==> src/include/spn_consts.svh <==
`ifndef SPN_CONSTS_SVH
`define SPN_CONSTS_SVH
// register indices on the register port
`define SPN_ADDR_STATUS 3'h0
`define SPN_ADDR_DATA 3'h1
`define SPN_ADDR_CTRL1 3'h2
`define SPN_ADDR_CTRL2 3'h3
`define SPN_ADDR_BAUD 3'h4
// reset values
`define SPN_RST_STATUS 8'hc0
`define SPN_RST_CTRL 8'h00
`define SPN_RST_BAUD 8'h00
// status bit positions
`define SPN_ST_PAR_ERR 0
`define SPN_ST_FRAME_ERR 1
`define SPN_ST_NOISE 2
`define SPN_ST_OR 3
`define SPN_ST_IDLE 4
`define SPN_ST_RX_FULL 5
`define SPN_ST_TX_DONE 6
`define SPN_ST_TX_EMPTY 7
// first control register bit positions
`define SPN_C1_PAR_IRQ 0
`define SPN_C1_PAR_ODD 1
`define SPN_C1_PAR_ON 2
`define SPN_C1_WAKE 3
`define SPN_C1_M 4
`define SPN_C1_T8 6
// second control register bit positions
`define SPN_C2_RWU 1
`define SPN_C2_RE 2
`define SPN_C2_TE 3
`define SPN_C2_QUIET_IRQ 4
`define SPN_C2_RX_IRQ 5
`define SPN_C2_DONE_IRQ 6
`define SPN_C2_EMPTY_IRQ 7
// oversampling positions within one bit
`define SPN_S_FIRST 5'h01
`define SPN_S_E1 5'h03
`define SPN_S_E2 5'h05
`define SPN_S_E3 5'h07
`define SPN_S_V1 5'h08
`define SPN_S_V3 5'h0a
`define SPN_S_LAST 5'h10
`define SPN_TX_LAST 4'hf
// idle frame length in samples for 8 and 9 bit words
`define SPN_IDLE_W8 8'ha0
`define SPN_IDLE_W9 8'hb0
`endif

==> src/include/spn_pkg.sv <==
package spn_pkg;
  typedef enum logic [1:0] {RX_IDLE, RX_START, RX_DATA, RX_STOP} spn_rx_state_type;
  typedef enum logic {TX_IDLE, TX_RUN} spn_tx_state_type;
endpackage : spn_pkg

==> src/design/spn_sci.sv <==
// Operation
// - frame is start, 8/7+parity or 9/8+parity data, one stop bit
// - parity over low 7 or 8 bits; even or odd by odd select
// - with parity on, transmitted word msb is replaced by parity
// - receiver checks parity, sets parity error, interrupt under its enable
// - address mark wake-up looks at data msb, not parity bit
// - sixteen samples per bit, value is majority of samples 8 to 10
// - unequal samples 8 to 10 on a data bit set noise, majority kept
// - sampling phase resynchronised on each start bit; remote keeps deviation low
// - line sampled once per sampling tick, up to one tick of offset
// - start edge is a one then a zero; fewer than three ones before, or a one at samples 3, 5 or 7, sets noise
// - any one at start samples 8, 9 or 10 sets noise
// - wait has no effect; halt stops line activity and freezes registers but the pin synchroniser and read data
// - all events share one interrupt, gated by enables and global mask
// - overrun when word completes with receive full; holding kept
// - buffer empty set on load; no load until cleared by status then write
// - transmit done set only after data frame; cleared by status then write
// - receive full set when data readable; cleared by status then read
// - idle flag set on idle line, rearmed only by a new receive full
// - noise set with receive full, no own interrupt, cleared by sequence
// - framing error on bad stop or break; overrun alone if both
// - status reads c0 after reset
// - parity setting changes apply from the next frame
`timescale 1ns/1ps
`default_nettype none
`include "spn_consts.svh"
module spn_sci (
  // clock and reset
  input wire logic sys_clk_i,
  input wire logic rst_n_i,
  // register port
  input wire logic [2:0] addr_i,
  input wire logic [7:0] wdata_i,
  input wire logic wr_i,
  input wire logic rd_i,
  output logic [7:0] rdata_o,
  // serial line
  input wire logic rx_i,
  output logic tx_o,
  // system
  input wire logic halt_i,
  input wire logic irq_mask_i,
  output logic irq_o
);
  logic run;
  logic [7:0] baud;
  logic [7:0] div_cnt;
  logic s_tick;
  logic [2:0] pin_s;
  logic rx_lvl;
  logic [6:0] c1;
  logic [7:0] c2;
  logic [7:0] tx_hold;
  logic [7:0] rx_hold;
  logic r8;
  localparam logic [7:0] st_reset = `SPN_RST_STATUS;
  logic tx_empty, tx_done, rx_full, idle_f, ovr, noise, frame_err, par_err;
  logic seen;
  logic st_acc, dr_rd, dr_wr, clr_rx, clr_tx;
  spn_pkg::spn_rx_state_type rx_st;
  logic [4:0] s_cnt;
  logic [2:0] hist;
  logic [2:0] vote;
  logic [2:0] v3;
  logic [3:0] idx;
  logic [8:0] sh;
  logic nacc;
  logic m_l, par_on_l, par_odd_l;
  logic rx_done, stop_ok, par_bad, msb, accept;
  logic [7:0] icnt;
  logic idle_arm, idle_evt;
  spn_pkg::spn_tx_state_type tx_st;
  logic [3:0] t_sc;
  logic [3:0] t_cnt;
  logic [3:0] t_n;
  logic [10:0] t_sh;
  logic [8:0] tx_word;
  logic [8:0] next_word;
  logic t_bt, t_load, tc_set;
  logic [7:0] status;

  function automatic logic maj(input logic [2:0] v);
    maj = (v[0] & v[1]) | (v[0] & v[2]) | (v[1] & v[2]);
  endfunction : maj

  // halt freezes every register but the pin synchroniser and read data; wait mode needs nothing here
  assign run = !halt_i;
  assign st_acc = run && (rd_i || wr_i) && addr_i == `SPN_ADDR_STATUS;
  assign dr_rd = run && rd_i && addr_i == `SPN_ADDR_DATA;
  assign dr_wr = run && wr_i && addr_i == `SPN_ADDR_DATA;
  assign clr_rx = dr_rd && seen;
  assign clr_tx = dr_wr && seen;
  assign status = {tx_empty, tx_done, rx_full, idle_f, ovr, noise, frame_err, par_err};

  // sampling tick, sixteen per bit
  always_ff @(posedge sys_clk_i or negedge rst_n_i) begin
    if (!rst_n_i) begin
      div_cnt <= 8'h00;
    end else if (run) begin
      div_cnt <= (div_cnt >= baud) ? 8'h00 : div_cnt + 8'h01;
    end
  end
  assign s_tick = run && div_cnt >= baud;

  // pin synchroniser; level moves once the last two stages agree
  always_ff @(posedge sys_clk_i or negedge rst_n_i) begin
    if (!rst_n_i) begin
      pin_s <= 3'h7;
      rx_lvl <= 1'b1;
    end else begin
      pin_s <= {pin_s[1:0], rx_i};
      if (pin_s[1] == pin_s[2]) begin
        rx_lvl <= pin_s[2];
      end
    end
  end

  // status access arms the clearing sequence
  always_ff @(posedge sys_clk_i or negedge rst_n_i) begin
    if (!rst_n_i) begin
      seen <= 1'b0;
    end else if (st_acc) begin
      seen <= 1'b1;
    end else if (dr_rd || dr_wr) begin
      seen <= 1'b0;
    end
  end

  // control, baud and transmit holding registers
  always_ff @(posedge sys_clk_i or negedge rst_n_i) begin
    if (!rst_n_i) begin
      c1 <= 7'(`SPN_RST_CTRL);
      c2 <= `SPN_RST_CTRL;
      baud <= `SPN_RST_BAUD;
      tx_hold <= 8'h00;
    end else if (run) begin
      if (wr_i && addr_i == `SPN_ADDR_CTRL1) begin
        c1 <= wdata_i[6:0];
      end
      if (wr_i && addr_i == `SPN_ADDR_CTRL2) begin
        c2 <= wdata_i;
      end
      if (wr_i && addr_i == `SPN_ADDR_BAUD) begin
        baud <= wdata_i;
      end
      if (dr_wr) begin
        tx_hold <= wdata_i;
      end
      // hardware wake-up from mute
      if (c2[`SPN_C2_RWU] && ((rx_done && accept) || (idle_evt && !c1[`SPN_C1_WAKE]))) begin
        c2[`SPN_C2_RWU] <= 1'b0;
      end
    end
  end

  // read data, one cycle after the strobe
  always_ff @(posedge sys_clk_i or negedge rst_n_i) begin
    if (!rst_n_i) begin
      rdata_o <= 8'h00;
    end else if (rd_i) begin
      case (addr_i)
        `SPN_ADDR_STATUS: rdata_o <= status;
        `SPN_ADDR_DATA: rdata_o <= rx_hold;
        `SPN_ADDR_CTRL1: rdata_o <= {r8, c1};
        `SPN_ADDR_CTRL2: rdata_o <= c2;
        `SPN_ADDR_BAUD: rdata_o <= baud;
        default: rdata_o <= 8'h00;
      endcase
    end else begin
      rdata_o <= 8'h00;
    end
  end

  // receiver frame decode
  assign v3 = {vote[1:0], rx_lvl};
  assign rx_done = s_tick && c2[`SPN_C2_RE] && rx_st == spn_pkg::RX_STOP && s_cnt == `SPN_S_V3;
  assign stop_ok = maj(v3);
  assign par_bad = par_on_l && ((m_l ? ^sh[8:0] : ^sh[7:0]) != par_odd_l);
  assign msb = m_l ? (par_on_l ? sh[7] : sh[8]) : (par_on_l ? sh[6] : sh[7]);
  assign accept = !c2[`SPN_C2_RWU] || (c1[`SPN_C1_WAKE] && msb);

  always_ff @(posedge sys_clk_i or negedge rst_n_i) begin
    if (!rst_n_i) begin
      rx_st <= spn_pkg::RX_IDLE;
      s_cnt <= 5'h00;
      hist <= 3'h7;
      vote <= 3'h0;
      idx <= 4'h0;
      sh <= 9'h000;
      nacc <= 1'b0;
      m_l <= 1'b0;
      par_on_l <= 1'b0;
      par_odd_l <= 1'b0;
    end else if (s_tick) begin
      hist <= {hist[1:0], rx_lvl};
      case (rx_st)
        spn_pkg::RX_IDLE: begin
          if (hist[0] && !rx_lvl) begin
            rx_st <= spn_pkg::RX_START;
            s_cnt <= `SPN_S_FIRST;
            sh <= 9'h000;
            m_l <= c1[`SPN_C1_M];
            par_on_l <= c1[`SPN_C1_PAR_ON];
            par_odd_l <= c1[`SPN_C1_PAR_ODD];
            if (hist != 3'h7) begin
              nacc <= 1'b1;
            end
          end
        end
        spn_pkg::RX_START: begin
          s_cnt <= s_cnt + 5'h01;
          if (rx_lvl && (s_cnt == `SPN_S_E1 || s_cnt == `SPN_S_E2 || s_cnt == `SPN_S_E3)) begin
            nacc <= 1'b1;
          end
          if (s_cnt >= `SPN_S_V1 && s_cnt <= `SPN_S_V3) begin
            vote <= v3;
            if (rx_lvl) begin
              nacc <= 1'b1;
            end
          end
          if (s_cnt == `SPN_S_LAST) begin
            s_cnt <= `SPN_S_FIRST;
            idx <= 4'h0;
            // false start drops the frame; noise stays pending
            rx_st <= maj(vote) ? spn_pkg::RX_IDLE : spn_pkg::RX_DATA;
          end
        end
        spn_pkg::RX_DATA: begin
          s_cnt <= s_cnt + 5'h01;
          if (s_cnt >= `SPN_S_V1 && s_cnt <= `SPN_S_V3) begin
            vote <= v3;
          end
          if (s_cnt == `SPN_S_LAST) begin
            s_cnt <= `SPN_S_FIRST;
            sh[idx] <= maj(vote);
            if (!(&vote) && (|vote)) begin
              nacc <= 1'b1;
            end
            if (idx == (m_l ? 4'h8 : 4'h7)) begin
              rx_st <= spn_pkg::RX_STOP;
            end else begin
              idx <= idx + 4'h1;
            end
          end
        end
        spn_pkg::RX_STOP: begin
          s_cnt <= s_cnt + 5'h01;
          vote <= v3;
          if (s_cnt == `SPN_S_V3) begin
            rx_st <= spn_pkg::RX_IDLE;
            nacc <= 1'b0;
          end
        end
        default: rx_st <= spn_pkg::RX_IDLE;
      endcase
      if (!c2[`SPN_C2_RE]) begin
        rx_st <= spn_pkg::RX_IDLE;
      end
    end
  end

  // idle line detection
  assign idle_evt = s_tick && c2[`SPN_C2_RE] && rx_st == spn_pkg::RX_IDLE && rx_lvl &&
                    icnt == (c1[`SPN_C1_M] ? `SPN_IDLE_W9 : `SPN_IDLE_W8) - 8'h01;
  always_ff @(posedge sys_clk_i or negedge rst_n_i) begin
    if (!rst_n_i) begin
      icnt <= 8'h00;
    end else if (s_tick) begin
      if (rx_st != spn_pkg::RX_IDLE || !rx_lvl) begin
        icnt <= 8'h00;
      end else if (icnt != 8'hff) begin
        icnt <= icnt + 8'h01;
      end
    end
  end

  // receive flags; a hardware set wins over the clearing read
  always_ff @(posedge sys_clk_i or negedge rst_n_i) begin
    if (!rst_n_i) begin
      rx_full <= st_reset[`SPN_ST_RX_FULL];
      idle_f <= 1'b0;
      ovr <= 1'b0;
      noise <= 1'b0;
      frame_err <= 1'b0;
      par_err <= 1'b0;
      idle_arm <= 1'b0;
      rx_hold <= 8'h00;
      r8 <= 1'b0;
    end else begin
      if (rx_done && accept && rx_full) begin
        ovr <= 1'b1;
      end else if (clr_rx) begin
        ovr <= 1'b0;
      end
      if (rx_done && accept && !rx_full) begin
        rx_hold <= sh[7:0];
        r8 <= sh[8];
        rx_full <= 1'b1;
        noise <= nacc;
        frame_err <= !stop_ok;
        par_err <= par_bad;
        idle_arm <= 1'b1;
      end else if (clr_rx) begin
        rx_full <= 1'b0;
        noise <= 1'b0;
        frame_err <= 1'b0;
        par_err <= 1'b0;
      end
      if (idle_evt && idle_arm && !c2[`SPN_C2_RWU]) begin
        idle_f <= 1'b1;
        idle_arm <= 1'b0;
      end else if (clr_rx) begin
        idle_f <= 1'b0;
      end
    end
  end

  // transmitter
  always_comb begin
    next_word = {c1[`SPN_C1_T8], tx_hold};
    if (c1[`SPN_C1_PAR_ON]) begin
      if (c1[`SPN_C1_M]) begin
        next_word[8] = ^tx_hold ^ c1[`SPN_C1_PAR_ODD];
      end else begin
        next_word[7] = ^tx_hold[6:0] ^ c1[`SPN_C1_PAR_ODD];
      end
    end
  end
  assign t_load = run && c2[`SPN_C2_TE] && tx_st == spn_pkg::TX_IDLE && !tx_empty;
  assign t_bt = s_tick && t_sc == `SPN_TX_LAST;
  assign tc_set = tx_st == spn_pkg::TX_RUN && t_bt && t_cnt == t_n - 4'h1;

  always_ff @(posedge sys_clk_i or negedge rst_n_i) begin
    if (!rst_n_i) begin
      tx_st <= spn_pkg::TX_IDLE;
      t_sc <= 4'h0;
      t_cnt <= 4'h0;
      t_n <= 4'h0;
      t_sh <= 11'h7ff;
      tx_word <= 9'h000;
      tx_o <= 1'b1;
    end else if (t_load) begin
      tx_st <= spn_pkg::TX_RUN;
      t_sc <= 4'h0;
      t_cnt <= 4'h0;
      t_n <= c1[`SPN_C1_M] ? 4'hb : 4'ha;
      tx_word <= next_word;
      t_sh <= c1[`SPN_C1_M] ? {1'b1, next_word, 1'b0} : {2'h3, next_word[7:0], 1'b0};
      tx_o <= 1'b0;
    end else if (s_tick && tx_st == spn_pkg::TX_RUN) begin
      t_sc <= t_sc + 4'h1;
      if (tc_set) begin
        tx_st <= spn_pkg::TX_IDLE;
        tx_o <= 1'b1;
      end else if (t_bt) begin
        t_sh <= {1'b1, t_sh[10:1]};
        tx_o <= t_sh[1];
        t_cnt <= t_cnt + 4'h1;
      end
    end
  end

  // transmit flags
  always_ff @(posedge sys_clk_i or negedge rst_n_i) begin
    if (!rst_n_i) begin
      tx_empty <= st_reset[`SPN_ST_TX_EMPTY];
      tx_done <= st_reset[`SPN_ST_TX_DONE];
    end else begin
      if (t_load) begin
        tx_empty <= 1'b1;
      end else if (clr_tx) begin
        tx_empty <= 1'b0;
      end
      if (tc_set) begin
        tx_done <= 1'b1;
      end else if (clr_tx) begin
        tx_done <= 1'b0;
      end
    end
  end

  // shared interrupt line, frozen in halt
  always_ff @(posedge sys_clk_i or negedge rst_n_i) begin
    if (!rst_n_i) begin
      irq_o <= 1'b0;
    end else if (run) begin
      irq_o <= !irq_mask_i && ((c2[`SPN_C2_EMPTY_IRQ] && tx_empty) || (c2[`SPN_C2_DONE_IRQ] && tx_done) ||
               (c2[`SPN_C2_RX_IRQ] && (rx_full || ovr)) || (c2[`SPN_C2_QUIET_IRQ] && idle_f) ||
               (c1[`SPN_C1_PAR_IRQ] && par_err));
    end
  end

  a_overrun_keeps: assert property (@(posedge sys_clk_i) disable iff (!rst_n_i)
    rx_done && accept && rx_full |=> ovr && $stable(rx_hold))
    else $error("overrun changed holding data");
  a_full_sets: assert property (@(posedge sys_clk_i) disable iff (!rst_n_i)
    rx_done && accept && !rx_full |=> rx_full && rx_hold == $past(sh[7:0]))
    else $error("receive full not set");
  a_frame_with_overrun: assert property (@(posedge sys_clk_i) disable iff (!rst_n_i)
    rx_done && accept && rx_full && !clr_rx |=> frame_err == $past(frame_err))
    else $error("framing error set with overrun");
  a_empty_on_load: assert property (@(posedge sys_clk_i) disable iff (!rst_n_i)
    t_load |=> tx_empty && !t_load && tx_o == 1'b0)
    else $error("buffer empty not set on load");
  a_halt_freeze: assert property (@(posedge sys_clk_i) disable iff (!rst_n_i)
    halt_i |=> $stable(status) && $stable(tx_o) && $stable(irq_o))
    else $error("state moved in halt");
  a_irq_masked: assert property (@(posedge sys_clk_i) disable iff (!rst_n_i)
    irq_mask_i && !halt_i |=> !irq_o)
    else $error("interrupt despite global mask");
  a_full_irq: assert property (@(posedge sys_clk_i) disable iff (!rst_n_i)
    rx_full && c2[`SPN_C2_RX_IRQ] && !irq_mask_i && !halt_i |=> irq_o)
    else $error("receive interrupt missing");
  a_noise_vote: assert property (@(posedge sys_clk_i) disable iff (!rst_n_i)
    s_tick && rx_st == spn_pkg::RX_DATA && s_cnt == `SPN_S_LAST && (|vote) && !(&vote) |=> nacc)
    else $error("noise not recorded");
  a_tx_parity: assert property (@(posedge sys_clk_i) disable iff (!rst_n_i)
    t_load && c1[`SPN_C1_PAR_ON] && !c1[`SPN_C1_M] |=> (^tx_word[7:0]) == $past(c1[`SPN_C1_PAR_ODD]))
    else $error("transmit parity wrong");
endmodule : spn_sci
`default_nettype wire

==> config.mk <==
export PLATFORM = sky130hd
export DESIGN_NAME = spn_sci
export DESIGN_NICKNAME = d
export VERILOG_FILES = /design/src/include/spn_pkg.sv /design/src/design/spn_sci.sv
export VERILOG_INCLUDE_DIRS = /design/src /design/src/include
export SDC_FILE = /design/constraint.sdc
export NUM_CORES = 1
export LEC_CHECK = 0
export BUFFER_PORTS_ARGS = -buffer_cell sky130_fd_sc_hd__buf_2
export CORE_MARGIN = 2
export CORE_UTILIZATION = 40
export CTS_CLUSTER_DIAMETER = 100
export DETAILED_ROUTE_END_ITERATION = 7
export PLACE_DENSITY = 0.64
export SETUP_SLACK_MARGIN = 0.15
export SYNTH_ARGS = -nofsm -noshare
export SYNTH_HDL_FRONTEND = slang
export SYNTH_SLANG_ARGS = --single-unit
==> constraint.sdc <==
create_clock -name sys_clk_i -period 2.2 [get_ports sys_clk_i]
set_input_delay 0.33 -clock sys_clk_i [delete_from_list [all_inputs] [get_ports sys_clk_i]]
set_output_delay 0.33 -clock sys_clk_i [all_outputs]
set_load 0.02 [all_outputs]
==> results by group <==
Drt
  • Via Count: 5,550
  • DRC violation count after routing: 0
  • Routed wire length: around 17,000 um
  • DR WL/cell: 17.5 um
  • Initial drt markers: between 300 and 400
  • 1st-pass router iterations: 5
  • Detail-routed via count per cell: about 5.7
  • Final ANT Viol Nets: 0

Synthesis
  • Fraction of post-synthesis cell area in the top cell type by area: roughly 40%
  • FF+latch count, synth: between 100 and 150
  • List of most frequent post-synthesis cells: dfrtp_1 (111), nand2_1 (61), mux2_2 (47), a21oi_1 (31)
  • Most used flip-flop cell after synthesis: dfrtp_1
  • Average footprint of a synthesized cell: 10.6 um2
  • Sequential share of the synthesized area: between 40 and 50%
  • Cell taking the most area after synthesis: dfrtp_1
  • Synthesized instance count: 665
  • Synthesized Nets: 709
  • YS warnings: 0
  • Share of synthesized flip-flops with an asynchronous set or reset: 100%
  • Number of synthesized flops with an enable pin: 0
  • Most common cell in the synthesized netlist: dfrtp_1
  • Largest cells by area after synthesis: dfrtp_1 (40%), mux2_2 (7.5%), dfstp_2 (7.1%)
  • Number of unique standard cell types used by synthesis: 75
  • Post-synthesis instance area: between 7000 and 8000 um2

Clocking
  • Clock root buffer: clkbuf_16
  • Number of buffers created by CTS: 17
  • Clock net sink count: 130
  • Clock tree from TritonCTS: yes
  • CTS Buffer Depth: 2
  • CTS clk-pin slew, worst paths: roughly 0.060 ns
  • Insertion delay to the later sink of the worst-skew pair: ~0.42 ns
  • CTS H-tree depth: 4

Global route
  • Total routing usage reported by global routing: 19.6%
  • Global route overflow: 0
  • Number of global-route vias before repair: 5,455
  • Pin count of the biggest net entering global routing: between 100 and 150
  • First-pass GRT wire length: between 20,000 and 30,000 um
  • Number of antenna violations at the first check in global routing: 1

STA
  • Timing-limited maximum frequency: between 0.4 and 0.5 GHz
  • Post-layout min period: between 2 and 2.5 ns
  • Transition time of the tightest slew-check pin: 0.725 ns
  • Number of pins exceeding their max-slew limit in the final report: 0
  • Clock Skews: ~0.011 ns
  • Unrepaired setup endpoints after global routing: true
  • Worst rel slew slack: between 50% and 60%
  • Period utilisation layout: 103%
  • Post-layout worst setup margin: -0.0765 ns
  • Final count of hold timing violations: 0
  • Total of endpoints with negative setup slack in the final report: 27

Floorplan
  • Starting density of the core: between 40% and 50%
  • Die outline height: around 140 um
  • Die boundary width: around 140 um
  • Area of the die: 18,600 um2
  • Core ar.: around 17,000 um2
  • Floorplan row count: 48
  • Boundary pin count: 28

Worst setup path
  • Req. time, crit path: between 2 and 3 ns
  • Category of the critical setup timing path: reg2reg
  • CP startpoint kind: flip-flop
  • Crit Path Max Fanout: 6
  • Critical Path End Type: flip-flop
  • Crit-path slowest cell: a2111o_1
  • Largest incremental delay on the critical path: approximately 0.43 ns
  • Cell-by-cell listing of the critical path: ha_1 > nand2b_4 > a2111o_1 > a32o_2 > nand4b_4 > mux2_4
  • Crit path arrival time: between 2 and 3 ns
  • Setup slack on the worst flop-to-flop path: -0.08 ns

Layout
  • Net count reported at finish: around 800
  • Total of fill cells in the finished design: 1,450
  • Final cell area excluding filler cells: around 9000 um2
  • Fraction of final layout cells with drive strength greater than 1: 32.7%
  • Post-synthesis to final-layout area growth: 25.1%

Place
  • Minimum setup slack after placement: -0.0770 ns
  • Port buffer count: 27
  • Placed instance area: just under 8000 um2
  • Half-perimeter wire length after placement: approximately 11,000 um
  • Global placer's final weighted congestion: just over 0.9

Power
  • Lkg Pwr: ~3.9 nW
  • IR drop worst, VDD: approximately 0.71 mV
  • Total power density per cell area: around 1000 nW/um2

Min path
  • Tightest Hold Check Type: in2async

Run status
  • Result of the run: finished, violations left
  • Violations in the final reports: setup timing

Run
  • Max-capacitance violation count: 0
-- cell type report --
type | count | area, um2 | area share [%]
Timing Repair Buffer | 88 | 694 | 7.90
Sequential cell | 130 | 3280 | 37.3
Inverter | 29 | 109 | 1.24
Multi-Input combinational cell | 476 | 3750 | 42.7
Clock buffer | 18 | 429 | 4.89
Antenna cell | 1 | 2.50 | 0.0285
Clock inverter | 14 | 236 | 2.69
Tap cell | 225 | 282 | 3.20
-- repair_timing --
| item | CTS | global route |
|---|---|---|
| endpoints found under the hold margin | 1 | 0 |
| resized for setup | 41 | 31 |
| gates cloned | 1 | 0 |
| pin swaps | 11 | 12 |
| setup endpoints to repair | 74 | 82 |
| hold buffers | 1 | 0 |
| setup buffers | 5 | 2 |
-- through the flow --
step	utilization [%]	hold WS, ns	TNS, ns	total power [mW]	instances
3_3_place_gp	45.0	0.345	-0.264	5.57	939
6_report	51.0	0.0202	-0.804	9.11	981
2_1_floorplan	-	0.0344	0	4.80	665
5_1_grt	51.0	0.0788	-4.78	9.62	981
3_5_place_dp	45.0	0.348	-1.22	5.68	939
4_1_cts	50.1	0.0607	-0.745	9.02	978
-- worst max-delay path, delay by kind of cell (launching register included) --
family / cells / cell delay (ns)
AO/OA/AOI/OAI: 2 / 0.82
adder cells (fa/ha/maj): 1 / 0.30
flip-flops: 1 / 0.39
multiplexers: 1 / 0.32
AND/OR/NAND/NOR: 2 / 0.33
-- registers in the layout, summed over array words and instances, names as in the netlist, 2 cells and up --
signal,count
sh,9
rdata_o,8
pin_s,3
div_cnt,8
vote,3
baud,8
tx_hold,8
t_cnt,4
t_n,2
icnt,8
c2,8
t_sc,4
t_sh,9
rx_hold,8
idx,4
rx_st,2
hist,3
s_cnt,5
c1,7
-- logic make-up (layout without fill, tap and decap cells) --
family / after synthesis / in the layout / share of synthesized area (%)
flops: 130 / 130 / 46.7
other cells: 0 / 1 / 0
fa+ha+maj: 29 / 29 / 5.06
compound gates: 156 / 156 / 15.2
buf+inv: 60 / 149 / 4.12
simple gates: 202 / 203 / 15.1
xor+xnor: 23 / 23 / 3.28
mux: 65 / 65 / 10.5
-- routing by layer --
metal | vias to the layer above | GRT usage [%] | part of all wire, %
met1 | 2756 | 26.8 | 46
met3 | 26 | 4.33 | 4.6
met2 | 153 | 30.2 | 47
met4 | 0 | 8.16 | 2.2
met5 | - | 0 | 0
li1 | 2615 | - | -
-- power by group --
part	internal, mW	switching, mW	leakage, nW	total, mW
combinational	1.29	1.44	1.98	2.73
clock	2.12	1.06	0.320	3.18
sequential	2.79	0.410	1.61	3.20
total	6.20	2.91	3.91	9.11
-- worst paths after layout --
kind                                      from                      to  depth (start not counted)
max in group asynchronous              rst_n_i     vote[2]$_DFFE_PN0P_                          2
setup reg to reg           baud[0]$_DFFE_PN0P_  rx_hold[1]$_DFFE_PN0P_                          6
setup / recovery           baud[0]$_DFFE_PN0P_  rx_hold[1]$_DFFE_PN0P_                          6
min in group sys_clk_i              irq_mask_i       irq_o$_DFFE_PN0N_                          2
hold / removal                         rst_n_i  div_cnt[4]$_DFFE_PN0N_                          2
hold reg to reg             pin_s[0]$_DFF_PN1_      pin_s[1]$_DFF_PN1_                          0
-- cells in the final DEF (no fill, tap or decap), types with 15 or more instances in the layout --
| cell type | synthesis | layout |
|---|---|---|
| clkbuf_16 | 0 | 17 |
| buf_4 | 1 | 48 |
| nand2_1 | 61 | 59 |
| nand3_1 | 29 | 23 |
| inv_1 | 29 | 29 |
| ha_1 | 26 | 25 |
| xnor2_1 | 15 | 15 |
| nor2_1 | 28 | 26 |
| buf_2 | 5 | 26 |
| dfstp_2 | 19 | 19 |
| a21oi_1 | 31 | 22 |
| a22oi_1 | 17 | 17 |
| mux2_2 | 47 | 44 |
| dfrtp_1 | 111 | 111 |
No activity file was read; power rests on OpenSTA's default activity.
